`src/cnt_bank_pkg.sv`:
```
package cnt_bank_pkg;

	// ==========================================================
	// Register byte offsets
	localparam logic [15:0] STORAGE_NEEDED_LO_OFFSET = 16'h2280;
	localparam logic [15:0] STORAGE_NEEDED_HI_OFFSET = 16'h2284;
	localparam logic [15:0] PRIMS_WRITTEN_LO_OFFSET = 16'h2288;
	localparam logic [15:0] PRIMS_WRITTEN_HI_OFFSET = 16'h228c;
	localparam logic [15:0] ELAPSED_LO_OFFSET = 16'h2358;
	localparam logic [15:0] ELAPSED_HI_OFFSET = 16'h235c;
	localparam logic [15:0] TABLE_OVERRIDE_OFFSET = 16'h2370;
	localparam logic [15:0] MATCH_RESET_OFFSET = 16'h2524;

	// ==========================================================
	// Field positions
	localparam int OVERRIDE_ENABLE_BIT = 1;
	localparam int OVERRIDE_COUNT_LSB = 2;
	localparam int MATCH_PENDING_BIT = 0;
	localparam int MATCH_FLAG_BIT = 1;
	localparam int CONTEXT_ID_LSB = 2;
	localparam int CONTEXT_ID_WIDTH = 10;
	localparam int SUBCOUNT_LSB = 20;

	// ==========================================================
	// Reset values and timing
	localparam logic [63:0] COUNT_RESET_VALUE = 64'h0;
	localparam logic [31:0] REG_RESET_VALUE = 32'h0;
	localparam logic [3:0] LEGACY_DIVIDE_LAST = 4'hf;
	// Reference clock period in picoseconds (25 ns)
	localparam int REF_PERIOD_PS = 25000;
	// Quarter-nanosecond steps per reference cycle
	localparam logic [43:0] QUARTER_NS_PER_CYCLE = 44'(REF_PERIOD_PS / 250);
	localparam int HANDSHAKE_CYCLES = 2;

	// Context-match sequencer states
	typedef enum logic [3:0] {
		MATCH_IDLE = 4'b0001,
		MATCH_COMPARE = 4'b0010,
		MATCH_RESETTING = 4'b0100,
		MATCH_DONE = 4'b1000
	} match_state_type;

endpackage : cnt_bank_pkg

```
`src/event_counter64.sv`:
```
`timescale 1ns/10ps
`default_nettype none
// ==========================================================
// 64-bit event counter: clear by write, load on restore
module event_counter64 (
	input wire logic clk_in,
	input wire logic srst_in,
	input wire logic event_in,
	input wire logic clear_in,
	input wire logic load_in,
	input wire logic [63:0] load_value_in,
	output logic [63:0] count_out
);
	import cnt_bank_pkg::*;

	logic [63:0] count_q; // Running count
	logic [63:0] count_d; // Next count

	// Clear and restore take priority over an event in the same cycle
	assign count_d = clear_in ? COUNT_RESET_VALUE :
		load_in ? load_value_in :
		event_in ? count_q + 64'h1 : count_q;

	// Count register
	always_ff @(posedge clk_in) begin
		if (srst_in) begin
			count_q <= COUNT_RESET_VALUE;
		end else begin
			count_q <= count_d;
		end
	end

	assign count_out = count_q;
endmodule : event_counter64
`default_nettype wire

```
`src/gpu_counter_register_bank.sv`:
```
// Function
// - Legacy count steps once per 16 clocks
// - Time counter runs on ungated reference clock
// - Time survives graphics reset, cleared by chip
// - Pipeline sample of time without flush
// - Constant-rate increment scaled to clock frequency
// - Any half write clears constant-rate counter
// - Upper half counts 1.024 microsecond units
// - Quarter-ns subcount bits 31:20, low zero
// - Count used only while enable bit set
// - Count each streamed vertex write message
// - Count flagged messages for storage needed
// - Write clears the stream-output counter
// - Stream counters never loaded by write, restored from context
`timescale 1ns/10ps
`default_nettype none
module gpu_counter_register_bank (
	input wire logic CLK_IN,
	input wire logic SRST_IN,
	// Graphics-only reset; the time counter ignores it
	input wire logic GFX_RST_IN,
	// Strap: 1 selects the constant-rate time layout
	input wire logic RATE_MODE_IN,
	// Register port
	input wire logic REG_WR_IN,
	input wire logic REG_RD_IN,
	input wire logic [15:0] REG_ADDR_IN,
	input wire logic [31:0] REG_WDATA_IN,
	output logic [31:0] REG_RDATA_OUT,
	// Geometry-shader stream-output messages
	input wire logic SO_WRITE_MSG_IN,
	input wire logic SO_STORAGE_FLAG_IN,
	// Context restore of stream-output counters
	input wire logic CTX_RESTORE_IN,
	input wire logic [63:0] CTX_PRIMS_WRITTEN_IN,
	input wire logic [63:0] CTX_STORAGE_NEEDED_IN,
	// Pipeline sample request and its captured time
	input wire logic TIME_SAMPLE_IN,
	output logic [63:0] TIME_SAMPLE_OUT,
	output logic TIME_SAMPLE_VALID_OUT,
	// Running context ID and render-only reset handshake
	input wire logic [9:0] RUNNING_CTX_ID_IN,
	output logic RENDER_RESET_OUT,
	input wire logic RENDER_RESET_DONE_IN,
	output logic MATCH_IRQ_OUT,
	// Translation table size in use
	output logic TABLE_OVERRIDE_EN_OUT,
	output logic [29:0] TABLE_CACHELINES_OUT
);
	import cnt_bank_pkg::*;

	// ==========================================================
	// Address decode
	// A write acts at the edge that samples REG_WR_IN high
	// Reads share the address but have no side effect on any counter
	// Full 16-bit compare, so aliases of these offsets stay unmapped
	wire wr_elapsed_lo = REG_WR_IN && (REG_ADDR_IN == ELAPSED_LO_OFFSET);
	wire wr_elapsed_hi = REG_WR_IN && (REG_ADDR_IN == ELAPSED_HI_OFFSET);
	wire wr_override = REG_WR_IN && (REG_ADDR_IN == TABLE_OVERRIDE_OFFSET);
	wire wr_match = REG_WR_IN && (REG_ADDR_IN == MATCH_RESET_OFFSET);
	// Either half of a stream counter clears the whole 64 bits
	wire wr_storage = REG_WR_IN && ((REG_ADDR_IN == STORAGE_NEEDED_LO_OFFSET) ||
		(REG_ADDR_IN == STORAGE_NEEDED_HI_OFFSET));
	wire wr_prims = REG_WR_IN && ((REG_ADDR_IN == PRIMS_WRITTEN_LO_OFFSET) ||
		(REG_ADDR_IN == PRIMS_WRITTEN_HI_OFFSET));

	// ==========================================================
	// Strap capture
	// The layout is fixed from the end of a full reset until the next one;
	// a strap change in between is ignored, so software never sees a mixed view
	logic rate_mode_q; // Latched layout select
	// Strap caught on the clock while reset is held, not by async load
	always_ff @(posedge CLK_IN) begin
		if (SRST_IN) begin
			rate_mode_q <= RATE_MODE_IN;
		end
	end

	// ==========================================================
	// Elapsed-time counter
	// CLK_IN is the ungated reference clock; nothing gates it here
	// Both layouts count at once; the strap only picks which one is read
	logic [3:0] div_q; // Legacy prescaler
	logic [63:0] legacy_q; // Legacy count
	logic [63:0] legacy_d;
	logic [43:0] quarter_q; // Constant-rate count in quarter-ns
	logic [43:0] quarter_d;
	// Prescaler end point: one legacy step per full turn of div_q
	wire div_wrap = (div_q == LEGACY_DIVIDE_LAST);
	// Trade-off: one adder with a build-time step replaces a divider per
	// reference frequency; a different clock needs a new step constant

	// A write wins over the prescaler step, so the loaded half is exact
	// Legacy writes load the value; software should only write zero
	assign legacy_d = wr_elapsed_lo ? {legacy_q[63:32], REG_WDATA_IN} :
		wr_elapsed_hi ? {REG_WDATA_IN, legacy_q[31:0]} :
		div_wrap ? legacy_q + 64'h1 : legacy_q;
	// The quarter count wraps silently at its full width
	// Increment scaled by the clock period gives a fixed real-time rate
	assign quarter_d = (wr_elapsed_lo || wr_elapsed_hi) ? 44'h0 :
		quarter_q + QUARTER_NS_PER_CYCLE;

	// Of the two resets only the full one clears time; GFX_RST_IN not used here
	// The prescaler restarts with the count, so steps fall 16 clocks apart
	always_ff @(posedge CLK_IN) begin
		if (SRST_IN) begin
			div_q <= 4'h0;
			legacy_q <= COUNT_RESET_VALUE;
			quarter_q <= 44'h0;
		end else begin
			div_q <= div_q + 4'h1;
			legacy_q <= legacy_d;
			quarter_q <= quarter_d;
		end
	end

	// Only 12 subcount bits are kept; the low 20 bits are wired to zero
	// Constant-rate view: hi = 1.024 us units, bits 31:20 subcount
	wire [63:0] rate_view = {quarter_q[43:12], quarter_q[11:0], 20'h0};
	wire [63:0] time_view = rate_mode_q ? rate_view : legacy_q;

	// Pipeline sample captured in order, no flush required
	// The captured value stands until the next request, so it may be read late
	// The valid flag is a one-cycle pulse that follows each request
	always_ff @(posedge CLK_IN) begin
		if (SRST_IN) begin
			TIME_SAMPLE_OUT <= COUNT_RESET_VALUE;
			TIME_SAMPLE_VALID_OUT <= 1'b0;
		end else begin
			TIME_SAMPLE_VALID_OUT <= TIME_SAMPLE_IN;
			if (TIME_SAMPLE_IN) begin
				TIME_SAMPLE_OUT <= time_view;
			end
		end
	end

	// ==========================================================
	// Stream-output counters
	// Two instances of one counter module; their event, clear and load-value inputs differ
	wire [63:0] prims_count;
	wire [63:0] storage_count;
	wire stream_clear_prims = wr_prims || GFX_RST_IN;
	wire stream_clear_storage = wr_storage || GFX_RST_IN;
	// Graphics reset clears these counters, unlike the time counter
	// A clear in the restore cycle wins inside the counter

	// Every streamed write message counts
	event_counter64 prims_counter (
		.clk_in(CLK_IN),
		.srst_in(SRST_IN),
		.event_in(SO_WRITE_MSG_IN),
		.clear_in(stream_clear_prims),
		.load_in(CTX_RESTORE_IN),
		.load_value_in(CTX_PRIMS_WRITTEN_IN),
		.count_out(prims_count)
	);

	// Only messages with the storage flag count
	event_counter64 storage_counter (
		.clk_in(CLK_IN),
		.srst_in(SRST_IN),
		.event_in(SO_WRITE_MSG_IN && SO_STORAGE_FLAG_IN),
		.clear_in(stream_clear_storage),
		.load_in(CTX_RESTORE_IN),
		.load_value_in(CTX_STORAGE_NEEDED_IN),
		.count_out(storage_count)
	);

	// ==========================================================
	// Translation table override
	// Bit 0 is stored as zero so that it always reads back zero
	logic [31:0] override_q; // Stored register, bit 0 reserved
	always_ff @(posedge CLK_IN) begin
		if (SRST_IN) begin
			override_q <= REG_RESET_VALUE;
		end else if (wr_override) begin
			override_q <= {REG_WDATA_IN[31:1], 1'b0};
		end
	end

	// Count passed out only while enabled, else zero
	// Registered outputs: the table logic sees a write two clocks later
	always_ff @(posedge CLK_IN) begin
		if (SRST_IN) begin
			TABLE_OVERRIDE_EN_OUT <= 1'b0;
			TABLE_CACHELINES_OUT <= 30'h0;
		end else begin
			TABLE_OVERRIDE_EN_OUT <= override_q[OVERRIDE_ENABLE_BIT];
			TABLE_CACHELINES_OUT <= override_q[OVERRIDE_ENABLE_BIT] ?
				override_q[31:OVERRIDE_COUNT_LSB] : 30'h0;
		end
	end

	// ==========================================================
	// Context-match render reset
	match_state_type state_q; // Sequencer state
	match_state_type state_d;
	logic [9:0] match_id_q; // Written context ID
	logic pending_q; // Comparison outstanding
	logic match_q; // Result of latest comparison
	// The ID is held from the write and compared with the running context
	wire id_equal = (match_id_q == RUNNING_CTX_ID_IN);
	wire start_cmp = wr_match && REG_WDATA_IN[MATCH_PENDING_BIT];
	// A write with pending clear starts nothing

	// Next-state selection
	always_comb begin
		state_d = state_q;
		case (state_q)
			MATCH_IDLE: begin
				// Only the idle state looks at a request; busy writes are dropped
				if (start_cmp) begin
					state_d = MATCH_COMPARE;
				end
			end
			MATCH_COMPARE: begin
				// Match starts reset, mismatch finishes at once
				state_d = id_equal ? MATCH_RESETTING : MATCH_DONE;
			end
			MATCH_RESETTING: begin
				// Wait for the render engine to finish its reset
				if (RENDER_RESET_DONE_IN) begin
					state_d = MATCH_DONE;
				end
			end
			MATCH_DONE: begin
				// One cycle to drop pending and raise the interrupt
				state_d = MATCH_IDLE;
			end
			default: begin
				// An illegal code falls back to idle
				state_d = MATCH_IDLE;
			end
		endcase
	end

	// Sequencer, flags and outputs
	always_ff @(posedge CLK_IN) begin
		if (SRST_IN) begin
			state_q <= MATCH_IDLE;
			match_id_q <= 10'h0;
			pending_q <= 1'b0;
			match_q <= 1'b0;
			RENDER_RESET_OUT <= 1'b0;
			MATCH_IRQ_OUT <= 1'b0;
		end else begin
			state_q <= state_d;
			// The interrupt is a one-cycle pulse, low unless set below
			MATCH_IRQ_OUT <= 1'b0;
			// Capture the request and mark it outstanding
			if (state_q == MATCH_IDLE && start_cmp) begin
				match_id_q <= REG_WDATA_IN[CONTEXT_ID_LSB +: CONTEXT_ID_WIDTH];
				pending_q <= 1'b1;
			end
			if (state_q == MATCH_COMPARE) begin
				// One comparison; its result stands until the next request
				match_q <= id_equal;
				RENDER_RESET_OUT <= id_equal;
			end
			// The render engine's done ends the reset level
			if (state_q == MATCH_RESETTING && RENDER_RESET_DONE_IN) begin
				RENDER_RESET_OUT <= 1'b0;
			end
			if (state_q == MATCH_DONE) begin
				// Pending cleared last so match is stable when it reads zero
				pending_q <= 1'b0;
				MATCH_IRQ_OUT <= 1'b1;
			end
		end
	end

	// ==========================================================
	// Read data
	// Reads have no side effect, so a stray read is harmless
	// Halves of a 64-bit count are read apart; a carry between them can tear
	logic [31:0] rdata_d;
	always_comb begin
		case (REG_ADDR_IN)
			STORAGE_NEEDED_LO_OFFSET: rdata_d = storage_count[31:0];
			STORAGE_NEEDED_HI_OFFSET: rdata_d = storage_count[63:32];
			PRIMS_WRITTEN_LO_OFFSET: rdata_d = prims_count[31:0];
			PRIMS_WRITTEN_HI_OFFSET: rdata_d = prims_count[63:32];
			ELAPSED_LO_OFFSET: rdata_d = time_view[31:0];
			ELAPSED_HI_OFFSET: rdata_d = time_view[63:32];
			TABLE_OVERRIDE_OFFSET: rdata_d = override_q;
			MATCH_RESET_OFFSET: rdata_d = {20'h0, match_id_q, match_q, pending_q};
			// Unmapped offsets read as zero
			default: rdata_d = 32'h0;
		endcase
	end

	// Read data registered, answers the cycle after the read
	// Only a read updates the output, so it stands between reads
	always_ff @(posedge CLK_IN) begin
		if (SRST_IN) begin
			REG_RDATA_OUT <= REG_RESET_VALUE;
		end else if (REG_RD_IN) begin
			REG_RDATA_OUT <= rdata_d;
		end
	end
endmodule : gpu_counter_register_bank
`default_nettype wire

```
`config.mk`:
```
export PLATFORM = sky130hd
export DESIGN_NAME = gpu_counter_register_bank
export DESIGN_NICKNAME = d
export VERILOG_FILES = /design/src/cnt_bank_pkg.sv /design/src/event_counter64.sv /design/src/gpu_counter_register_bank.sv
export SDC_FILE = /design/constraint.sdc
export NUM_CORES = 1
export LEC_CHECK = 0
export ABC_AREA = 0
export BUFFER_PORTS_ARGS = -buffer_cell sky130_fd_sc_hd__clkbuf_2
export CORE_MARGIN = 2
export CORE_UTILIZATION = 40
export CTS_BUF_LIST = sky130_fd_sc_hd__clkbuf_4
export CTS_CLUSTER_DIAMETER = 150
export DETAILED_ROUTE_END_ITERATION = 6
export PLACE_DENSITY = 0.66
export SYNTH_ARGS = -nofsm -noshare
export SYNTH_HDL_FRONTEND = slang
export SYNTH_HIERARCHICAL = 1
export SYNTH_SLANG_ARGS = --single-unit
```
`constraint.sdc`:
```
create_clock -name CLK_IN -period 6.56 [get_ports CLK_IN]
set_input_delay 0.656 -clock CLK_IN [delete_from_list [all_inputs] [get_ports CLK_IN]]
set_output_delay 0.656 -clock CLK_IN [all_outputs]
set_load 0.01 [all_outputs]
```
# Yosys cells after proc, flatten, opt, wreduce, memory -nomap -nowiden
# Index checks and enable logic that the tools add are counted.
[word_totals] inputBits=197 word_cells=85 register_bits=418
[op_classes] n_eq_ne=17 reduce_logical=28 addsub=5 bitwise_logic=2 mux=14
[op_table] operator="two-way mux 64 bit" count=7
[op_table] operator="one-hot mux 32 bit (8 select lines)" count=1
[op_table] operator="adder 64 x 1 -> 64 bit (second input constant)" count=3
[op_table] operator="equality test 16 x 14 -> 1 bit (second input constant)" count=8
[op_table] operator="adder 44 x 7 -> 44 bit (second input constant)" count=1
[op_table] operator="two-way mux 32 bit" count=1
[op_table] operator="two-way mux 4 bit" count=3
[op_table] operator="one-hot mux 4 bit (3 select lines)" count=1
[op_table] operator="OR reduction 2 bit" count=6
[op_table] operator="equality test 10 bit" count=1
[op_table] operator="logical AND 1 bit" count=10
[op_table] operator="equality test 4 bit (second input constant)" count=2
[op_table] operator="nonzero test 2 bit" count=4
[op_table] operator="inequality test 2 bit (second input constant)" count=3
[op_table] operator="AND reduction 2 bit" count=3
[op_table] operator="logical OR 1 bit" count=5
[op_table] operator="adder 4 x 1 -> 4 bit (second input constant)" count=1
[op_table] operator="equality test 4 x 1 -> 1 bit (second input constant)" count=1
[op_table] operator="equality test 4 x 2 -> 1 bit (second input constant)" count=1
[op_table] operator="equality test 4 x 3 -> 1 bit (second input constant)" count=1
[op_table] operator="inverter 1 bit" count=2
[op_table] operator="two-way mux 1 bit" count=1

# Depth between registers and ports, before layout
# Gate-level depths: netlist of the first run.
[logic_depth] ltp_word=5 ltp_mapped=11

# Modules after synthesis
# Netlist of the first run, hierarchy kept.
[modules_own_cells] mod="gpu_counter_register_bank" cells_per_inst=1683 area_each_um2=14266.2 instances=1 seq_area_each_um2=5775.5
[modules_own_cells] mod="event_counter64 at prims_counter" cells_per_inst=524 area_each_um2=4071.4 instances=1 seq_area_each_um2=1281.2
[modules_own_cells] mod="event_counter64 at storage_counter" cells_per_inst=513 area_each_um2=3946.3 instances=1 seq_area_each_um2=1281.2

# Worst setup path before layout of the first run
# OpenSTA, ideal clock, no wires.
[synth_timing] kind="input port to flip-flop" startpoint="in REG_ADDR_IN[12]" endpoint="reg storage_counter.count_q[57] (netlist: storage_counter/count_out[57])" required_time_ns=6.433 t_arrival_ns=3.118 stages=11 setup_slack_ns=3.315 cell_sequence="or4b_1 buf_2 nor4_2 clkbuf_1 a41o_1 nor2_1 and3_1 clkbuf_1 nand3b_1 nor2_1 or3_1"
[synth_via] elab_chain_len=5 elab_cells_between_ends=6
[synth_lines] item="start: declaration" line="gpu_counter_register_bank.sv:27" rtl="input wire logic [15:0] REG_ADDR_IN,"
[synth_lines] item="equality test 16 x 14 -> 1 bit, on equally long branches" line="gpu_counter_register_bank.sv:62, gpu_counter_register_bank.sv:63"
[synth_lines] item="logical OR 1 bit *" line="gpu_counter_register_bank.sv:62" rtl="wire wr_storage = REG_WR_IN && ((REG_ADDR_IN == STORAGE_NEEDED_LO_OFFSET) ||"
[synth_lines] item="logical AND 1 bit *" line="gpu_counter_register_bank.sv:62"
[synth_lines] item="logical OR 1 bit *" line="gpu_counter_register_bank.sv:143" rtl="wire stream_clear_storage = wr_storage || GFX_RST_IN;"
[synth_lines] item="via stream_clear_storage" line="gpu_counter_register_bank.sv:143"
[synth_lines] item="OR reduction 2 bit (no source line) *"
[synth_lines] item="end signal: assignment" line="event_counter64.sv:29" rtl="count_q <= count_d;"
[synth_lines] item="end: declaration" line="event_counter64.sv:16" rtl="logic [63:0] count_q;"
# Mark *: on every way through the listed nets, which the timed path passes. The rest lies on a longest branch.
# A chain may end at the register's enable or synchronous reset.

# Worst setup path in the final report of the first run
[layout_timing] startpoint="in REG_ADDR_IN[2]" endpoint="reg legacy_q[37]"
[layout_via] elab_chain_len=4 elab_cells_between_ends=8
[layout_lines] item="equality test 16 x 14 -> 1 bit, on equally long branches" line="gpu_counter_register_bank.sv:58, gpu_counter_register_bank.sv:57"
[layout_lines] item="logical AND 1 bit, on equally long branches" line="gpu_counter_register_bank.sv:58, gpu_counter_register_bank.sv:57"
[layout_lines] item="nonzero test 2 bit (no source line) or inverter 1 bit (tied branches)"
[layout_lines] item="AND reduction 2 bit (no source line)"
[layout_lines] item="end signal: assignment" line="gpu_counter_register_bank.sv:112" rtl="legacy_q <= legacy_d;"
[layout_lines] item="end: declaration" line="gpu_counter_register_bank.sv:84" rtl="logic [63:0] legacy_q;"
# Parallel ways exist; a longest one is shown, timed or not. The select of a mux whose other input is x is not followed.

==> impl_results.md, run 1 <==
- Vias: 24400
- Reg2reg end: legacy_q[34]
- Post-Route Setup TNS: 0 ns
- Reg2Reg Depth: 6
- Crit-path max FO: 21
- Die Ht: 240 um
- Peak Freq: 0.265 GHz
- Power density over cell area: 213 mW/mm2
- Crit. End Element: flip-flop
- CTS sink cnt: 416
- Critical Path RT: 7.35 ns
- Top cells by count, synth: dfxtp_1 (415), nor2_1 (281), nand2_1 (226), a21oi_1 (162), clkbuf_1 (139)
- P_leak: 0.00914 uW
- Synthesized net count: between 2000 and 3000
- Initial antenna violation count: 7
- Critical Path Source Type: input port
- Die ar.: 0.0576 mm2
- Root Driver: clkbuf_4
- # DRC: 3
- Area leader, netlist: dfxtp_1
- Drt total wl: 97300 um
- Arrival time at the worst endpoint: around 4.6 ns
- Drt first pass iters: 7
- Synth warnings: 6
- Total placed cells including tap cells: between 3000 and 4000
- Detailed Place HPWL: 73100 um
- DR iter-0 viols: 3199
- Status: finished with violations
- Total congestion overflow: 0
- Final design utilization: 0.479
- R2r setup slk: just over 3 ns
- Post-synth EDFFs: 1
- Setup WS pre-CTS: 2.05 ns
- Synth top area share: 0.373
- Vias in the first global route: 22700
- Rel. slew slack: 0.155
- Peak supply drop: 0.000122 V
- PostCTS Resize Cnt: 0
- Synthesized flop and latch total: ~420
- Async S/R FF share, synth: 0
- Endpoints failing hold: 0
- Io pins: 327
- Mapped Area: 0.0223 mm2
- # nets final: 3254
- DR WL/cell: 25.0 um
- Failing checks: design-rule violations
- Global-route wire length before repair: 142000 um
- Final critical-path share of the clock period: 0.574
- Most instantiated library cell after synthesis: dfxtp_1
- Count of cell types in the netlist: 86
- Total track usage: 0.327
- Final Max Slew Viols: 0
- CTS Buf Count: 113
- Die Span X: 240 um
- Initial Utilization: 0.404
- Fill count: 5464
- Max-cap viol count: 0
- Clk_lat worst skew: 0.92 ns
- Final setup margin: about 2.8 ns
- Mean area per synthesized cell: 8.19 um2
- Sequential share of the synthesized area: 0.374
- Non-Filler Instances: 3890
- Setup crit start: REG_ADDR_IN[2]
- Tightest Hold Check Type: in2reg
- CP Class: in2reg
- Gpl congestion: 0.985
- CP endpoint: legacy_q[37]
- CTS tree: yes
- Synth Instances: approximately 2700
- Port bufs: around 330
- Vias per cell: 6.26
- FP Rows: 86
- Final Critical Period: about 3.8 ns
- Worst slew pin tran: 1.26 ns
- Clk slew on worst S/H paths: 0.06 ns
- Reg-to-reg startpoint: legacy_q[13]
- Top cells by area, synth: dfxtp_1 (37%), nor2_1 (4.7%), nand2_1 (3.8%)
- Area Overhead vs Synth: 18.4%
- CTS max path bufs: 3
- Worst Skew: approximately 0.052 ns
- Post-route ant nets: 0
- H-tree levels: 3
- Final setup fails: 0
- Top FF cell, synth: dfxtp_1
- Share of layout cells above drive strength 1: 0.190
- RSZ-0062 raised after global routing: false
- Core area: 0.0551 mm2
- Largest net degree at the start of global routing: 89
area by class of cell:
class / count / area (um2) / area share
clock buffer: 159 / 1190 / 0.0452
multi-input combinational: 2087 / 13100 / 0.497
tap: 748 / 936 / 0.0355
sequential: 416 / 8340 / 0.316
inverter: 21 / 78.8 / 0.00299
clock inverter: 45 / 284 / 0.0108
antenna: 1 / 2.50 / 0.0000948
timing repair buffer: 413 / 2450 / 0.0930
state kept, by name (all words and copies together) (netlist names):
signal	count
MATCH_IRQ_OUT	1
REG_RDATA_OUT	32
RENDER_RESET_OUT	1
TABLE_CACHELINES_OUT	30
TABLE_OVERRIDE_EN_OUT	1
TIME_SAMPLE_OUT	64
TIME_SAMPLE_VALID_OUT	1
div_q	4
legacy_q	64
match_id_q	10
match_q	1
override_q	31
pending_q	1
prims_counter/count_out	64
quarter_q	42
rate_mode_q	1
state_q	4
storage_counter/count_out	64
cells by family after synthesis:
| kind of cell | count (synthesis) | share of synthesized area |
|---|---|---|
| AND/OR/NAND/NOR | 1226 | 0.297 |
| AO/OA/AOI/OAI | 615 | 0.181 |
| flip-flops | 416 | 0.374 |
| buffers and inverters | 217 | 0.0391 |
| XOR/XNOR | 154 | 0.0605 |
| multiplexers | 87 | 0.0454 |
| adder cells (fa/ha/maj) | 5 | 0.00281 |
layer usage:
metal	up-vias	part of all wire	global-route usage	wire, um
li1	10900	-	-	-
met1	11700	0.40	0.421	38600
met2	1486	0.45	0.522	44100
met3	275	0.095	0.0574	9240
met4	6	0.054	0.175	5260
met5	-	0.00038	0	37
critical path, stage by stage:
cell	delay, ns
clkbuf_2	0.47
or4bb_1	0.72
nor4_2	1.11
nand2_1	0.64
a21oi_1	0.50
o21ai_0	0.15
a32o_1	0.29
layout by cell type, fill, tap and decap left out, types with 76 or more instances in the layout:
| master | synthesis | layout |
|---|---|---|
| nand4_1 | 114 | 114 |
| nand2_1 | 226 | 226 |
| dfxtp_1 | 415 | 415 |
| a211oi_1 | 94 | 94 |
| nor2_1 | 281 | 279 |
| clkbuf_2 | 1 | 324 |
| nor3_1 | 76 | 76 |
| o21ai_0 | 121 | 121 |
| a21oi_1 | 162 | 161 |
| clkbuf_4 | 0 | 159 |
| nand3_1 | 124 | 123 |
| xnor2_1 | 89 | 89 |
where the power goes:
group	switching, uW	internal (uW)	leakage [uW]	total [uW]
registers	118	2590	0.00338	2710
logic	288	189	0.00489	478
clock network	1170	1270	0.000868	2440
per-stage QoR:
| step | area [um2] | hold WS (ns) | total power, uW |
|---|---|---|---|
| floorplan | 22300 | 0.418 | 2960 |
| global placement | 24300 | 0.427 | 3180 |
| detailed placement | 24300 | 0.439 | 3200 |
| CTS | 26400 | 0.00355 | 5660 |
| global route | 26400 | 0.0383 | 5840 |
| finish | 26400 | 0.0515 | 5630 |
timing repair:
action | in CTS | in global routing
hold buffers | 64 | 0
endpoints found under the hold margin | 65 | 0
setup buffers | 0 | 0
worst min-delay path by stage:
stage,start,endpoint,depth (start not counted)
floorplan,div_q[0],div_q[0],1
global placement,div_q[0],div_q[0],1
detailed placement,div_q[0],div_q[0],1
CTS,CTX_STORAGE_NEEDED_IN[28],storage_counter/count_out[28],3
global route,CTX_STORAGE_NEEDED_IN[28],storage_counter/count_out[28],3
finish,CTX_STORAGE_NEEDED_IN[23],storage_counter/count_out[23],3
Note: power is estimated with default switching activity, not from simulation.
==> inputs of run 2 (changes only) <==
==> constraint.sdc (replaced) <==
create_clock -name CLK_IN -period 3.8 [get_ports CLK_IN]
set_input_delay 0.38 -clock CLK_IN [delete_from_list [all_inputs] [get_ports CLK_IN]]
set_output_delay 0.38 -clock CLK_IN [all_outputs]
set_load 0.01 [all_outputs]
==> run 2 against run 1 <==
Net effect: the run ends with design-rule violations, max-capacitance violations left; sequential power grew 73%; sequential cell count is the same; via count grew 1.8%; wire length grew 2.8%; largest cell class unchanged; largest power group unchanged.
==> impl_results.md, run 2 (same netlist as run 1, synthesis figures left out) <==
- Tightest Hold Check Type: in2reg
- Critical Path RT: ~4.7 ns
- Rel. slew slack: 0.0192
- H-tree levels: 3
- Post-Route Setup TNS: 0 ns
- # nets final: 3410
- Die Span X: between 200 and 250 um
- Peak supply drop: roughly 0.00019 V
- Hold Path Stages: 3
- Final design utilization: 0.505
- Total track usage: 0.336
- Vias: roughly 25000
- Initial Utilization: 0.404
- CTS max path bufs: 3
- Clk slew on worst S/H paths: about 0.070 ns
- RSZ-0062 raised after global routing: false
- WL met2: 45800 um
- Top routing layer in use: met5
- FP Rows: 86
- Setup WS pre-CTS: 0.142 ns
- Most frequent cells in the layout: dfxtp_1 (415), clkbuf_2 (324), nor2_1 (279)
- Worst slew pin tran: 1.46 ns
- Drt total wl: 100000 um
- Reg2Reg Depth: 7
- Endpoints failing hold: 0
- Fill count: around 5300
- Initial antenna violation count: 5
- CTS tree: yes
- Hold buffer count at cts: 167
- Total congestion overflow: 0
- Clk_lat worst skew: between 0.9 and 1 ns
- Die ar.: 0.0576 mm2
- Arrival time at the worst endpoint: 3.97 ns
- Power density over cell area: 350 mW/mm2
- Drt first pass iters: 7
- Crit. End Element: flip-flop
- Final setup fails: 0
- Final Critical Period: 3.10 ns
- Worst Hold Slack: 0.0807 ns
- Final Max Slew Viols: 0
- CTS Buf Count: about 120
- Largest net degree at the start of global routing: 104
- Share of layout cells above drive strength 1: 0.199
- Crit-path max FO: 3
- Final critical-path share of the clock period: 0.815
- Area Overhead vs Synth: 24.9%
- Detailed Place HPWL: 74300 um
- Status: finished with violations
- Wire length on met3: 9690 um
- Peak Freq: 0.323 GHz
- Final setup margin: 0.701 ns
- Root Driver: clkbuf_4
- Vias per cell: 6.12
- # DRC: 3
- Die Ht: 240 um
- Gpl congestion: about 1.0
- Post-route ant nets: 0
- Most common cell after layout, fill and taps aside: dfxtp_1
- DR iter-0 viols: 2922
- DR WL/cell: 24.7 um
- CTS sink cnt: 416
- Global-route wire length before repair: 145000 um
- Met1 wire length: a little under 40000 um
- P_leak: 0.00986 uW
- CP Class: reg2reg
- Port bufs: approximately 330
- Io pins: 327
- Critical Path Source Type: flip-flop
- Failing checks: design-rule violations, max-capacitance violations
- Core area: 0.0551 mm2
- Setup bufs post-CTS: 0
- Vias in the first global route: 23400
- PostCTS Resize Cnt: 0
- Worst Skew: 0.0655 ns
- Max-cap viol count: 1
run 2: cell count changes in the layout (fill, tap and decap cells not counted), moves of 2 or more:
cell,change
buf_12,+2
buf_4,+49
bufinv_16,-3
clkbuf_4,+7
clkinv_1,-3
clkinv_2,+3
clkinv_4,+2
diode_2,+3
dlygate4sd3_1,+103
run 2: routing by layer:
layer	global-route usage	vias up
li1	-	11200
met1	0.413	11800
met2	0.541	1479
met3	0.0838	261
met4	0.176	4
met5	0	-
run 2: through the flow:
stage / instance area, um2 / cells / total power (uW)
after floorplan: 22300 / 2720 / 5110
after global placement: 24700 / 3672 / 5520
after detailed placement: 24700 / 3672 / 5540
after CTS: 27800 / 4049 / 9790
after global routing: 27800 / 4051 / 10100
final: 27800 / 4053 / 9750
run 2: critical path, cell delays in order, from the launching register on:
cell and delay [ns]:
dfxtp_1 0.37, xor2_1 0.18, nor4_1 0.65, nand4_1 0.17
dlygate4sd3_1 0.61, nand2b_1 0.19, a221oi_1 0.30, dlygate4sd3_1 0.60
run 2: final timing paths:
path,slack (ns),start,end
hold reg to reg,0.46,div_q[0],div_q[0]
setup / recovery,0.70,match_id_q[9],RENDER_RESET_OUT
setup reg to reg,0.70,match_id_q[9],RENDER_RESET_OUT
hold / removal,0.08,TIME_SAMPLE_IN,TIME_SAMPLE_OUT[12]
run 2: report_power, final:
group | internal (uW) | total (uW) | switching [uW] | leakage, uW
combinational | 408 | 935 | 527 | 0.00560
clock | 2090 | 4140 | 2050 | 0.000879
sequential | 4480 | 4680 | 200 | 0.00338
total | 6970 | 9750 | 2780 | 0.00986
run 2: area by class of cell:
| type | instances | area [um2] | share of cell area |
|---|---|---|---|
| diodes | 4 | 10.0 | 0.000360 |
| repair buffers | 567 | 3890 | 0.140 |
| clock inverters | 44 | 224 | 0.00805 |
| well taps | 748 | 936 | 0.0336 |
| inverters | 21 | 78.8 | 0.00283 |
| multi-input cells | 2087 | 13100 | 0.471 |
| clock buffers | 166 | 1250 | 0.0448 |
| flip-flops and latches | 416 | 8340 | 0.300 |
